==> config.mk <==
export PLATFORM = sky130hd
export DESIGN_NAME = sbc_ctrl
export DESIGN_NICKNAME = d
export VERILOG_FILES = /design/src/verilog/sbc_pkg.sv /design/src/verilog/sbc_ctrl.sv /design/src/verilog/sbc_sync.sv
export VERILOG_INCLUDE_DIRS = /design/src /design/src/verilog
export SDC_FILE = /design/constraint.sdc
export NUM_CORES = 1
export LEC_CHECK = 0
export ABC_AREA = 1
export BUFFER_PORTS_ARGS = -buffer_cell sky130_fd_sc_hd__buf_2
export CAP_MARGIN = 10
export CORE_UTILIZATION = 57
export CTS_CLUSTER_DIAMETER = 30
export CTS_CLUSTER_SIZE = 8
export DETAILED_ROUTE_END_ITERATION = 10
export PLACE_DENSITY = 0.82
export SLEW_MARGIN = 20
export SYNTH_ARGS = -nofsm -noshare
export SYNTH_HDL_FRONTEND = slang
export SYNTH_SLANG_ARGS = --single-unit
==> constraint.sdc <==
create_clock -name ref_clk -period 1.74 [get_ports ref_clk]
set_input_delay 0.087 -clock ref_clk [delete_from_list [all_inputs] [get_ports ref_clk]]
set_output_delay 0.087 -clock ref_clk [all_outputs]
set_load 0.02 [all_outputs]
==> src/verilog/sbc_params.svh <==
// Constants of the serial bus control flag block
`ifndef SBC_PARAMS_SVH
`define SBC_PARAMS_SVH
`define SBC_OFF_CTRL     16'hff61
`define SBC_OFF_MODE0    16'hff60
`define SBC_OFF_IRQ_STAT 16'hff62
`define SBC_OFF_IRQ_MASK 16'hff63
`define SBC_OFF_SLV_ADDR 16'hff64
`define SBC_OFF_XFER     16'hff65
`define SBC_CTRL_RST     8'h00
`define SBC_BIT_BUS_RELEASE_TRIGGER     0
`define SBC_BIT_COMMAND_TRIGGER     1
`define SBC_BIT_BUS_RELEASE_DETECT     2
`define SBC_BIT_COMMAND_DETECT     3
`define SBC_BIT_ACK_TRIGGER     4
`define SBC_BIT_ACK_AUTO_ENABLE     5
`define SBC_BIT_ACK_DETECT     6
`define SBC_BIT_SYNC_BUSY_ENABLE     7
`define SBC_BIT_CHEN     7
`define SBC_ACK_CLK      4'd9
`define SBC_BITS_PER_BYTE 4'd8
`endif

==> src/verilog/sbc_pkg.sv <==
// Types shared by the serial bus control flag block
package sbc_pkg;
  typedef struct packed {
    logic [15:0] addr;  // Register address
    logic [7:0]  wdata; // Write data
    logic        wr;    // Write strobe
    logic        rd;    // Read strobe
  } sbc_bus_req_t;
  typedef enum logic [1:0] {
    SBC_IDLE = 2'b00,
    SBC_SHIFT = 2'b01,
    SBC_ACK = 2'b11
  } sbc_state_t;
endpackage

==> src/verilog/sbc_ctrl.sv <==
// Serial bus control register, trigger and condition flag logic
// What this block does
// - Control register resets to zero, bit writable
// - Release trigger sets out latch, self-clears
// - Command trigger clears out latch, self-clears
// - Release flag set on release condition
// - Command flag set on command, cleared
// - Ack trigger emits ack at next fall
// - Ack trigger cleared on transfer start, disable
// - Detect flags are read-only to software
// - Trigger bits always read back zero
// - Auto-enable low: no automatic acknowledge
// - Auto-enable early: ack on ninth falling edge
// - Auto-enable late: ack next fall, stays set
// - Release is data rising while clock high
// - Command is data falling while clock high
// - Channel enable bit stops or runs channel
`timescale 1ns/1ps
`include "sbc_params.svh"
module sbc_ctrl (
  input  wire logic              ref_clk,  // 20 MHz system clock
  input  wire logic              resetn,   // Synchronous reset, active low
  input  wire sbc_pkg::sbc_bus_req_t bus,  // Register access request
  output logic [7:0]             rdata,    // Read data, cycle after read
  input  wire logic              sck_in,   // Serial clock pin level
  input  wire logic              sda_in,   // Bus data line level
  output logic                   sda_out,  // Bus data drive value (low)
  output logic                   sda_oe,   // High while pulling line low
  output logic                   irq       // Level interrupt
);
  import sbc_pkg::*;
  // Register map as software sees it:
  //   mode register: bit 7 runs the channel, other bits stored only
  //   control register: triggers, detect flags, acknowledge enables
  //   status and mask: release, command, byte done, acknowledge seen
  //   slave address, and the transfer register that starts a byte
  // Limitation: pin edges reach the logic three cycles late, so the
  // serial clock must stay far slower than a quarter of this clock.

  // Registers and pulses of the block
  logic [7:0] ctrl;       // Control register storage
  logic [7:0] mode0;      // Mode register, bit 7 channel enable
  logic [7:0] slv_addr;   // Slave address for comparison
  logic [7:0] shreg;      // Receive shift register
  logic [3:0] clk_cnt;    // Serial clock fall count in transfer
  logic       out_latch;  // Serial output latch
  logic       ack_drive;  // Acknowledge low pulse in progress
  logic       ack_pend;   // Acknowledge waits for next falling edge
  logic       xfer_done;  // Byte transfer finished
  logic       addr_phase; // Next byte is an address
  logic [3:0] irq_stat;   // Sticky events
  logic [3:0] irq_mask;   // Mask, one enables
  logic       irq_r;      // Registered interrupt
  sbc_state_t state;      // Transfer sequencer
  logic       sck_q;      // Synchronised clock
  logic       sck_rise;   // Clock rise pulse
  logic       sck_fall;   // Clock fall pulse
  logic       sda_q;      // Synchronised data
  logic       sda_rise;   // Data rise pulse
  logic       sda_fall;   // Data fall pulse
  logic       ch_en;      // Channel enable
  logic       wr_ctrl;    // Write to control register
  logic       xfer_start; // Transfer start instruction
  logic       rel_seen;   // Release condition
  logic       cmd_seen;   // Command condition
  logic       addr_miss;  // Address byte did not match
  logic       ack_fire;   // Start acknowledge on this fall
  logic       ack_seen;   // Acknowledge sampled on rise
  logic [3:0] ev;         // Events for status register
  logic       next_ack_drive; // Acknowledge drive one cycle ahead

  // Both pins come from outside; pass two flip-flops first
  // Both rest high, so the edge registers start high as well
  // Clock edges and data edges share the same three-cycle delay
  sbc_sync u_sync_sck (
    .ref_clk (ref_clk),
    .resetn  (resetn),
    .din     (sck_in),
    .q       (sck_q),
    .rise    (sck_rise),
    .fall    (sck_fall)
  );
  sbc_sync u_sync_sda (
    .ref_clk (ref_clk),
    .resetn  (resetn),
    .din     (sda_in),
    .q       (sda_q),
    .rise    (sda_rise),
    .fall    (sda_fall)
  );

  // Decode strobes and conditions
  // Channel enable gates every trigger, flag and pin action
  assign ch_en      = mode0[`SBC_BIT_CHEN];
  assign wr_ctrl    = bus.wr && (bus.addr == `SBC_OFF_CTRL);
  // A write to the transfer register starts a byte
  assign xfer_start = ch_en && bus.wr && (bus.addr == `SBC_OFF_XFER);
  // Data edges count as conditions only while the clock is high
  assign rel_seen   = ch_en && sck_q && sda_rise;
  assign cmd_seen   = ch_en && sck_q && sda_fall;
  // Address byte is judged at its last falling clock edge
  assign addr_miss  = addr_phase && (state == SBC_SHIFT) && sck_fall &&
                      (clk_cnt == `SBC_BITS_PER_BYTE - 4'd1) &&
                      ({shreg[6:0], sda_q} != slv_addr);
  // Line held low at a rise after the byte means acknowledged
  assign ack_seen   = xfer_done && sck_rise && !sda_q;
  // Manual trigger or late auto-enable waits for the next fall;
  // auto mode fires on the ninth fall only while the slot is open
  assign ack_fire   = sck_fall && (ack_pend ||
                      (ctrl[`SBC_BIT_ACK_AUTO_ENABLE] && state == SBC_ACK &&
                       clk_cnt == `SBC_ACK_CLK - 4'd1));
  // Status events in mask order: ack seen, byte done, command, release
  assign ev = {ack_seen, xfer_done & ~ack_drive & sck_fall,
               cmd_seen, rel_seen};

  // Acknowledge drive one cycle ahead, so the pin follows without delay.
  // Hazard: driving the pin from the registered copy moves the line
  // close to the next rising clock edge; both synchronisers could then
  // change in one cycle and a false release or command would be seen.
  assign next_ack_drive = ack_fire || (ack_drive && !sck_fall);

  // Mode, slave address, interrupt mask registers
  always_ff @(posedge ref_clk) begin
    if (!resetn) begin
      // Channel starts stopped
      mode0    <= 8'h00;
      slv_addr <= 8'h00;
      irq_mask <= 4'h0;
    end else if (bus.wr) begin
      // Clearing bit 7 stops the channel and clears its flags
      if (bus.addr == `SBC_OFF_MODE0)
        mode0 <= bus.wdata;
      if (bus.addr == `SBC_OFF_SLV_ADDR)
        slv_addr <= bus.wdata;
      // Four events, so the upper mask bits are dropped
      if (bus.addr == `SBC_OFF_IRQ_MASK)
        irq_mask <= bus.wdata[3:0];
    end
  end

  // Control register: triggers, detect flags, enables
  // Bit map: 7 busy enable, 6 ack detect, 5 ack auto, 4 ack trigger,
  // 3 command detect, 2 release detect, 1 command trigger, 0 release
  // trigger. Flags 2, 3 and 6 belong to hardware; writes pass them by.
  always_ff @(posedge ref_clk) begin
    if (!resetn) begin
      ctrl <= `SBC_CTRL_RST;
    end else begin
      // Software writes only the writable bits; flags kept
      if (wr_ctrl) begin
        ctrl[`SBC_BIT_SYNC_BUSY_ENABLE] <= bus.wdata[`SBC_BIT_SYNC_BUSY_ENABLE];
        ctrl[`SBC_BIT_ACK_AUTO_ENABLE] <= bus.wdata[`SBC_BIT_ACK_AUTO_ENABLE];
        ctrl[`SBC_BIT_ACK_TRIGGER] <= bus.wdata[`SBC_BIT_ACK_TRIGGER];
        ctrl[`SBC_BIT_COMMAND_TRIGGER] <= bus.wdata[`SBC_BIT_COMMAND_TRIGGER];
        ctrl[`SBC_BIT_BUS_RELEASE_TRIGGER] <= bus.wdata[`SBC_BIT_BUS_RELEASE_TRIGGER];
      end
      // Release and command triggers act one cycle after the write, then clear; ack trigger clears on ack fire or transfer start
      if (ctrl[`SBC_BIT_BUS_RELEASE_TRIGGER])
        ctrl[`SBC_BIT_BUS_RELEASE_TRIGGER] <= 1'b0;
      if (ctrl[`SBC_BIT_COMMAND_TRIGGER])
        ctrl[`SBC_BIT_COMMAND_TRIGGER] <= 1'b0;
      if (ack_fire || xfer_start)
        ctrl[`SBC_BIT_ACK_TRIGGER] <= 1'b0;
      // Release flag: set beats its clears
      // so an edge in the same cycle as a clear is never lost
      if (xfer_start || addr_miss)
        ctrl[`SBC_BIT_BUS_RELEASE_DETECT] <= 1'b0;
      if (rel_seen)
        ctrl[`SBC_BIT_BUS_RELEASE_DETECT] <= 1'b1;
      // Command flag: release also clears it
      if (xfer_start || rel_seen)
        ctrl[`SBC_BIT_COMMAND_DETECT] <= 1'b0;
      if (cmd_seen)
        ctrl[`SBC_BIT_COMMAND_DETECT] <= 1'b1;
      // Acknowledge detect
      if (xfer_start)
        ctrl[`SBC_BIT_ACK_DETECT] <= 1'b0;
      if (ack_seen)
        ctrl[`SBC_BIT_ACK_DETECT] <= 1'b1;
      // Disabled channel holds triggers and flags at zero
      // Placed last so that disable beats every set and write
      if (!ch_en) begin
        ctrl[`SBC_BIT_BUS_RELEASE_TRIGGER] <= 1'b0;
        ctrl[`SBC_BIT_COMMAND_TRIGGER] <= 1'b0;
        ctrl[`SBC_BIT_ACK_TRIGGER] <= 1'b0;
        ctrl[`SBC_BIT_BUS_RELEASE_DETECT] <= 1'b0;
        ctrl[`SBC_BIT_COMMAND_DETECT] <= 1'b0;
        ctrl[`SBC_BIT_ACK_DETECT] <= 1'b0;
      end
    end
  end

  // Serial output latch, driven by the triggers
  // Resets high so the line stays released until a command
  // A transfer start releases the line too, so incoming data is seen
  always_ff @(posedge ref_clk) begin
    if (!resetn) begin
      out_latch <= 1'b1;
    end else if (ctrl[`SBC_BIT_BUS_RELEASE_TRIGGER]) begin
      out_latch <= 1'b1;
    end else if (ctrl[`SBC_BIT_COMMAND_TRIGGER]) begin
      out_latch <= 1'b0;
    end else if (xfer_start) begin
      out_latch <= 1'b1; // Release line so data can shift in
    end
  end

  // Transfer sequencer: eight data clocks then the ack clock
  // Falls are counted from the first one after the start; the count
  // stops at nine, where the acknowledge slot ends
  // Trade-off: the counter waits for synchronised edges, so no second
  // clock domain is needed at the cost of a slow serial clock
  always_ff @(posedge ref_clk) begin
    if (!resetn || !ch_en) begin
      state      <= SBC_IDLE;
      clk_cnt    <= 4'd0;
      shreg      <= 8'h00;
      xfer_done  <= 1'b0;
      addr_phase <= 1'b0;
    end else begin
      if (cmd_seen)
        addr_phase <= ctrl[`SBC_BIT_BUS_RELEASE_DETECT];
      if (xfer_start) begin
        state     <= SBC_SHIFT;
        clk_cnt   <= 4'd0;
        xfer_done <= 1'b0;
        shreg     <= bus.wdata;
      end else begin
        unique case (state)
          SBC_IDLE: begin
            // Wait for a transfer start
          end
          SBC_SHIFT: begin
            // Sample data on rising clock, count falls
            if (sck_rise)
              shreg <= {shreg[6:0], sda_q};
            if (sck_fall) begin
              clk_cnt <= clk_cnt + 4'd1;
              // Eighth fall ends the data and opens the acknowledge slot
              if (clk_cnt == `SBC_BITS_PER_BYTE - 4'd1) begin
                state      <= SBC_ACK;
                xfer_done  <= 1'b1;
                addr_phase <= 1'b0;
              end
            end
          end
          SBC_ACK: begin
            // Ninth fall closes the acknowledge slot
            if (sck_fall) begin
              clk_cnt <= clk_cnt + 4'd1;
              if (clk_cnt == `SBC_ACK_CLK - 4'd1)
                state <= SBC_IDLE;
            end
          end
        endcase
      end
    end
  end

  // Acknowledge pulse: low for one serial clock from a fall
  // The pin itself follows next_ack_drive, one cycle earlier
  always_ff @(posedge ref_clk) begin
    if (!resetn || !ch_en) begin
      ack_drive <= 1'b0;
      ack_pend  <= 1'b0;
    end else begin
      // Late auto-enable, or a manual trigger, arms the next fall
      // A late auto-enable acts once; the enable bit itself stays set
      if ((wr_ctrl && bus.wdata[`SBC_BIT_ACK_AUTO_ENABLE] &&
           !ctrl[`SBC_BIT_ACK_AUTO_ENABLE] && xfer_done && state == SBC_IDLE) ||
          (ctrl[`SBC_BIT_ACK_TRIGGER] && !ack_pend))
        ack_pend <= 1'b1;
      if (ack_fire) begin
        ack_drive <= 1'b1;
        ack_pend  <= 1'b0;
      end else if (ack_drive && sck_fall) begin
        ack_drive <= 1'b0;
      end
      if (xfer_start)
        ack_pend <= 1'b0;
    end
  end

  // Open-drain pin: enable only while pulling low
  // The drive value is always low; the pull-up makes the high level
  // Registered so the pin never glitches on a decode
  always_ff @(posedge ref_clk) begin
    if (!resetn) begin
      sda_out <= 1'b0;
      sda_oe  <= 1'b0;
    end else begin
      sda_out <= 1'b0;
      // Pull low for a latch at zero or an acknowledge in progress
      sda_oe  <= ch_en && (!out_latch || next_ack_drive);
    end
  end

  // Sticky status; set wins over write-one-to-clear
  // Writing ones clears; an event in the same cycle still sets
  always_ff @(posedge ref_clk) begin
    if (!resetn) begin
      irq_stat <= 4'h0;
    end else begin
      if (bus.wr && bus.addr == `SBC_OFF_IRQ_STAT)
        irq_stat <= (irq_stat & ~bus.wdata[3:0]) | ev;
      else
        irq_stat <= irq_stat | ev;
    end
  end

  // Interrupt level from a flip-flop
  // One cycle behind the status, which software never notices
  always_ff @(posedge ref_clk) begin
    if (!resetn)
      irq_r <= 1'b0;
    else
      irq_r <= |(irq_stat & irq_mask);
  end
  // Port copy of the registered level
  assign irq = irq_r;

  // Read port; triggers read as zero, unmapped reads zero
  // Data stand for one cycle only, then return to zero
  always_ff @(posedge ref_clk) begin
    if (!resetn) begin
      rdata <= 8'h00;
    end else if (bus.rd) begin
      unique case (bus.addr)
        `SBC_OFF_CTRL:     rdata <= ctrl & 8'hec;
        `SBC_OFF_MODE0:    rdata <= mode0;
        `SBC_OFF_SLV_ADDR: rdata <= slv_addr;
        `SBC_OFF_IRQ_STAT: rdata <= {4'h0, irq_stat};
        `SBC_OFF_IRQ_MASK: rdata <= {4'h0, irq_mask};
        `SBC_OFF_XFER:     rdata <= shreg;
        // Unmapped addresses read as zero
        default:           rdata <= 8'h00;
      endcase
    end else begin
      rdata <= 8'h00;
    end
  end
endmodule

==> src/verilog/sbc_sync.sv <==
// Two flip-flop synchroniser with edge outputs
`timescale 1ns/1ps
module sbc_sync (
  input  wire logic ref_clk, // System clock
  input  wire logic resetn,  // Synchronous reset, active low
  input  wire logic din,     // Asynchronous input
  output logic      q,       // Synchronised level
  output logic      rise,    // One-cycle pulse on rising edge
  output logic      fall     // One-cycle pulse on falling edge
);
  logic meta; // First stage, read only by the second
  logic prev; // Delayed synchronised level
  // Idle bus lines float high, so reset to one
  always_ff @(posedge ref_clk) begin
    if (!resetn) begin
      meta <= 1'b1;
      q    <= 1'b1;
      prev <= 1'b1;
    end else begin
      meta <= din;
      q    <= meta;
      prev <= q;
    end
  end
  assign rise = q & ~prev;
  assign fall = ~q & prev;
endmodule

* Word level (Yosys, flattened, before mapping) *
Cells that the tools add are included.
Widths: inputs -> output; s select.

storage, ports and cells
  input port bits = 30
  register bits = 67
  output and inout port bits = 11

cells by class
  $add $sub $neg = 1
  bitwise operators = 18
  muxes and demuxes = 26
  reductions and logical operators = 67
  eq/ne operators = 19

operators by type and width
  operator              number
  $eq 16x16->1 const B  6
  $pmux 8 s6            1
  $logic_and 1x1->1     24
  $mux 8                3
  $mux 1                16
  $reduce_bool 2->1     8
  $reduce_and 2->1      7
  $reduce_or 3->1       4
  $reduce_and 5->1      2
  $and 4x4->4           2
  $logic_or 1x1->1      8
  $mux 2                4
  $ne 8x8->1            1
  $or 4x4->4            2
  $logic_not 1->1       7
  $not 1->1             7
  $and 1x1->1           6
  $ne 3x2->1 const B    2
  $ne 3x3->1 const B    2
  $reduce_or 2->1       3
  $add 4x1->4 const B   1
  $eq 4x3->1 const B    1
  $eq 4x4->1 const B    1
  $mux 4                1
  other kinds (10)      12

* Longest topological paths before layout *
  depth after elaboration = 8
  mapped depth = 11
  depth with buffers taken out = 10

* Cells and area by module *
Synthesis repeated with hierarchy kept, for this count alone.

second synthesis, totals
  cell total of the unflattened synthesis = 467
  area total of the unflattened synthesis = 3194.3 um^2

by module, submodules not included
  module    area an instance (um^2)  times used  cells an instance  seq. area each (um^2)
  sbc_ctrl  3006.6                   1           443                1221.2
  sbc_sync  93.8                     2           12                 60.1

* Worst setup path after synthesis *
OpenSTA, ideal clock, no wires.

  path kind = reg-to-reg
  start point = register state[0]
  end point = register ctrl[2]
  arrival = 1.133 ns
  data required time = 1.608 ns
  cell stages (with the launch flop) = 10
  path slack = 0.475 ns
  path through = dfxtp_1 > inv_1 > nor2_2 > nand2_1 > nor2_1 > inv_1 > nor2_1 > nand2_1 > nand2_1 > a21oi_1

between the ends
  cells in the longest elaborated chain, start to end = 7

ends and longest elaborated chain
  what                            line             source
  start: declaration              sbc_ctrl.sv:54   sbc_state_t state;
  start signal: assignment        sbc_ctrl.sv:215  state <= SBC_IDLE;
  start signal: assignment        sbc_ctrl.sv:224  state <= SBC_SHIFT;
  start signal: assignment        sbc_ctrl.sv:241  state <= SBC_ACK;
  $eq 2x1->1                      sbc_ctrl.sv:102  assign addr_miss = addr_phase && (state == SBC_SHIFT) && sck_fall &&
  $logic_and 1x1->1 (4 in a row)  sbc_ctrl.sv:102
  $logic_or 1x1->1                sbc_ctrl.sv:166  if (xfer_start || addr_miss)
  $reduce_bool 2->1 (no line)     -
  end signal: indexed assignment  sbc_ctrl.sv:153  ctrl[`SBC_BIT_ACK_TRIGGER] <= bus.wdata[`SBC_BIT_ACK_TRIGGER];
  end signal: indexed assignment  sbc_ctrl.sv:154  ctrl[`SBC_BIT_COMMAND_TRIGGER] <= bus.wdata[`SBC_BIT_COMMAND_TRIGGER];
  end signal: indexed assignment  sbc_ctrl.sv:155  ctrl[`SBC_BIT_BUS_RELEASE_TRIGGER] <= bus.wdata[`SBC_BIT_BUS_RELEASE_TRIGGER];
  end: declaration                sbc_ctrl.sv:41   logic [7:0] ctrl;

No other way between the ends.
A chain may end at the register's enable or synchronous reset.

* Final worst setup path *
  start point = register state[0]
  end point = register shreg[1]

between the ends
  cells in the longest elaborated chain, start to end = 3

ends and longest elaborated chain
  what                         line             source
  $eq 2x1->1                   sbc_ctrl.sv:229  unique case (state)
  $reduce_bool 2->1 (no line)  -
  $reduce_and 2->1 (no line)   -
  end signal: assignment       sbc_ctrl.sv:227  shreg <= bus.wdata;
  end signal: assignment       sbc_ctrl.sv:236  shreg <= {shreg[6:0], sda_q};
  end: declaration             sbc_ctrl.sv:44   logic [7:0] shreg;

No other way between the ends.

==> impl_metrics.json <==
{
  "status": "finished, final reports clean",
  "grt_pass1_vias": 2799,
  "clkSinkCount": 67,
  "crit_family": "simple AND/OR/NAND/NOR gates",
  "syn_nets": 487,
  "hold_viol": 0,
  "die_height_um": 76.1,
  "clk_latency_ns": 0.34,
  "antenna_cells": 0,
  "max_freq_mhz": 692,
  "cts_made_buffers": 9,
  "clk_path_buf_depth": 2,
  "cts-root-buf": "clkbuf_8",
  "drtIter0Drc": 289,
  "tns_ns": 0,
  "synth_edf_count": 0,
  "maxCapViolCount": 0,
  "drt_wl_total_mm": 7.90,
  "io_buffers": 39,
  "crit_type": "register to register",
  "initial_utilization_pct": 60.2,
  "rrSetupSlack_ns": 0.30,
  "synth_most_common_cell": "nand2_1",
  "syn-cell-area_sq_um": 3130,
  "gr-usage-met3_pct": 6.11,
  "max_stage_delay_ns": 0.39,
  "ant_nets": 0,
  "ys_types": 30,
  "num_vias": 3068,
  "finalPower_w": 0.00299,
  "cp_max_fo": 13,
  "path_buf_inv": 1,
  "grt_usage_pct": 28.7,
  "slowest_stage": "dfxtp_1",
  "hold_class": "input pin to register",
  "post_cts_buffers": 0,
  "synth_seq_area_share_pct": 42.8,
  "dpl.cell_count": 559,
  "layout.nets": 534,
  "ios": 41,
  "peakVddDrop_uv": 566,
  "clk_pin_slew_worst_paths_ns": 0.07,
  "synth_top_area_share_pct": 42.8,
  "dieArea_sq_um": 5800,
  "top_usage_layer": "met2",
  "yosys.area.top_type": "dfxtp_1",
  "layout_min_cycle_time_ns": 1.44,
  "placed_area_sq_um": 3400,
  "power.leakage_nw": 1.47,
  "worstSetupStartpointType": "register",
  "place_hpwl_mm": 5.59,
  "required_ns": 2.01,
  "post_drt_wl_per_cell_um": 13.7,
  "slew_viol_final": 0,
  "grt_antenna_before_repair": 0,
  "coreArea_sq_um": 5200,
  "synth_area_per_cell_sq_um": 6.88,
  "async_flop_share_pct": 0,
  "path_cells": "inv_1 -> nor2_2 -> nand2_2 -> o21ai_0 -> nand2_1 -> a21oi_1",
  "cts_tree": "done",
  "grt_use_met1_pct": 36.2,
  "relSlewSlack_pct": 65.1,
  "yosys_register_bits": 67,
  "detail_route.first_pass.iterations": 5,
  "synthCells": 455,
  "setup-violations-final": 0,
  "n_fill_cell": 447,
  "post-place-ws_ns": 0.229,
  "yosysWarnings": 0,
  "power_density_nw_per_um2": 825,
  "vias_per_cell": 5.32,
  "finalCritPeriodShare_pct": 83.0,
  "synth_commonest_cells": "nand2_1, dfxtp_1, inv_1, a21oi_1, nor2_1",
  "area_growth_pct": 15.7,
  "skew_ns": 0.00598,
  "rsz0062_at_grt": "false",
  "fin_area_sq_um": 3620,
  "worst_pin_slew_ns": 0.524,
  "use_met2_pct": 46.3,
  "drcViolationCount": 0,
  "grt_max_degree": 26,
  "arrival_ns": 1.72,
  "drive_above_1_share_pct": 16.6,
  "fin_cells": 577,
  "h-tree-depth": 3,
  "cp-end-kind": "register",
  "finalWorstSetupSlack_ns": 0.295,
  "yosys-top-cells-area": "dfxtp_1, nand2_1, a21oi_1",
  "fp.dieW_um": 76.1,
  "overflow": 0,
  "rows": 26,
  "grt_pass1_wl_mm": 12.9,
  "gp_congestion": 0.931,
  "synth-main-ff-cell": "dfxtp_1"
}
[logic make-up after synthesis]
group | synth area share, %
buffers and inverters | 9.15
and+or+nand+nor | 29.6
AOI/OAI and AO/OA | 15.8
DFF | 42.8
other | 0.120
adders and majority gates | 0.799
xor gates and xnor gates | 1.68
[layout by cell type (no fill, tap or decap), types with 4 or more instances in the layout]
cell      count
xnor2_1       5
o21ai_1      14
nor2_4        4
nor2_1       43
inv_1        53
o21ai_0      31
buf_2        39
clkbuf_8     11
nand2_1     117
or2_2         4
buf_4         7
a21oi_1      47
nand3_1      31
dfxtp_1      67
inv_2         5
[final timing paths]
check | startpoint | to | cells after the start
worst max-delay path | state[0] | shreg[1] | 6
worst min-delay path | bus[7] | ctrl[5] | 3
worst max register to register | state[0] | shreg[1] | 6
worst min register to register | u_sync_sda.meta | u_sync_sda.q | 1
[tightest hold or removal path, delay by kind of cell]
family,cells,cell delay (ns)
buf+inv,1,0.13
compound gates,1,0.05
simple gates,1,0.06
[metal layers]
layer / routed length [um] / vias to the layer above / part of all wire [%]
met5: 0 / - / 0
met4: 181 / 0 / 2.3
met3: 520 / 19 / 6.6
met2: 3740 / 106 / 47
met1: 3460 / 1397 / 44
li1: - / 1546 / -
[final cells by class]
| cell class | instances | area, sq um | area share, % |
|---|---|---|---|
| clock buffer | 12 | 155 | 4.28 |
| clock inverter | 4 | 48.8 | 1.35 |
| inverter | 58 | 218 | 6.01 |
| multi-input combinational | 318 | 1510 | 41.6 |
| sequential | 67 | 1340 | 37.0 |
| tap | 70 | 87.6 | 2.42 |
| timing repair buffer | 48 | 268 | 7.39 |
[through the flow]
| step | util, % | hold WS, ns |
|---|---|---|
| after global placement | 65.3 | 0.273 |
| final | 69.6 | 0.0303 |
| after global routing | 69.6 | 0.0516 |
| after detailed placement | 65.3 | 0.282 |
| after floorplan | - | 0.194 |
| after CTS | 69.6 | 0.0186 |
[repair_timing]
action / in CTS / in global routing
endpoints found under the hold margin: 2 / 0
gates resized for setup: 0 / 1
hold buffers: 2 / 0
setup endpoints to repair: 0 / 1
[sequential cells by signal (all words and copies together), names as in the netlist]
| name | flops |
|---|---|
| irq | 1 |
| u_sync_sck.prev | 1 |
| clk_cnt | 4 |
| slv_addr | 8 |
| u_sync_sda.meta | 1 |
| xfer_done | 1 |
| u_sync_sda.prev | 1 |
| ctrl | 8 |
| out_latch | 1 |
| irq_mask | 4 |
| addr_phase | 1 |
| sda_oe | 1 |
| ack_drive | 1 |
| u_sync_sda.q | 1 |
| rdata | 8 |
| irq_stat | 4 |
| ack_pend | 1 |
| u_sync_sck.q | 1 |
| state | 2 |
| mode0 | 8 |
| u_sync_sck.meta | 1 |
| shreg | 8 |
[power by group]
| part | total [W] | switching (W) | internal (W) |
|---|---|---|---|
| Combinational | 0.000126 | 0.0000811 | 0.0000445 |
| Clock | 0.00133 | 0.000587 | 0.000738 |
| Sequential | 0.00154 | 0.00000221 | 0.00154 |
| Total | 0.00299 | 0.000671 | 0.00232 |
No activity file was read; power rests on OpenSTA's default activity.
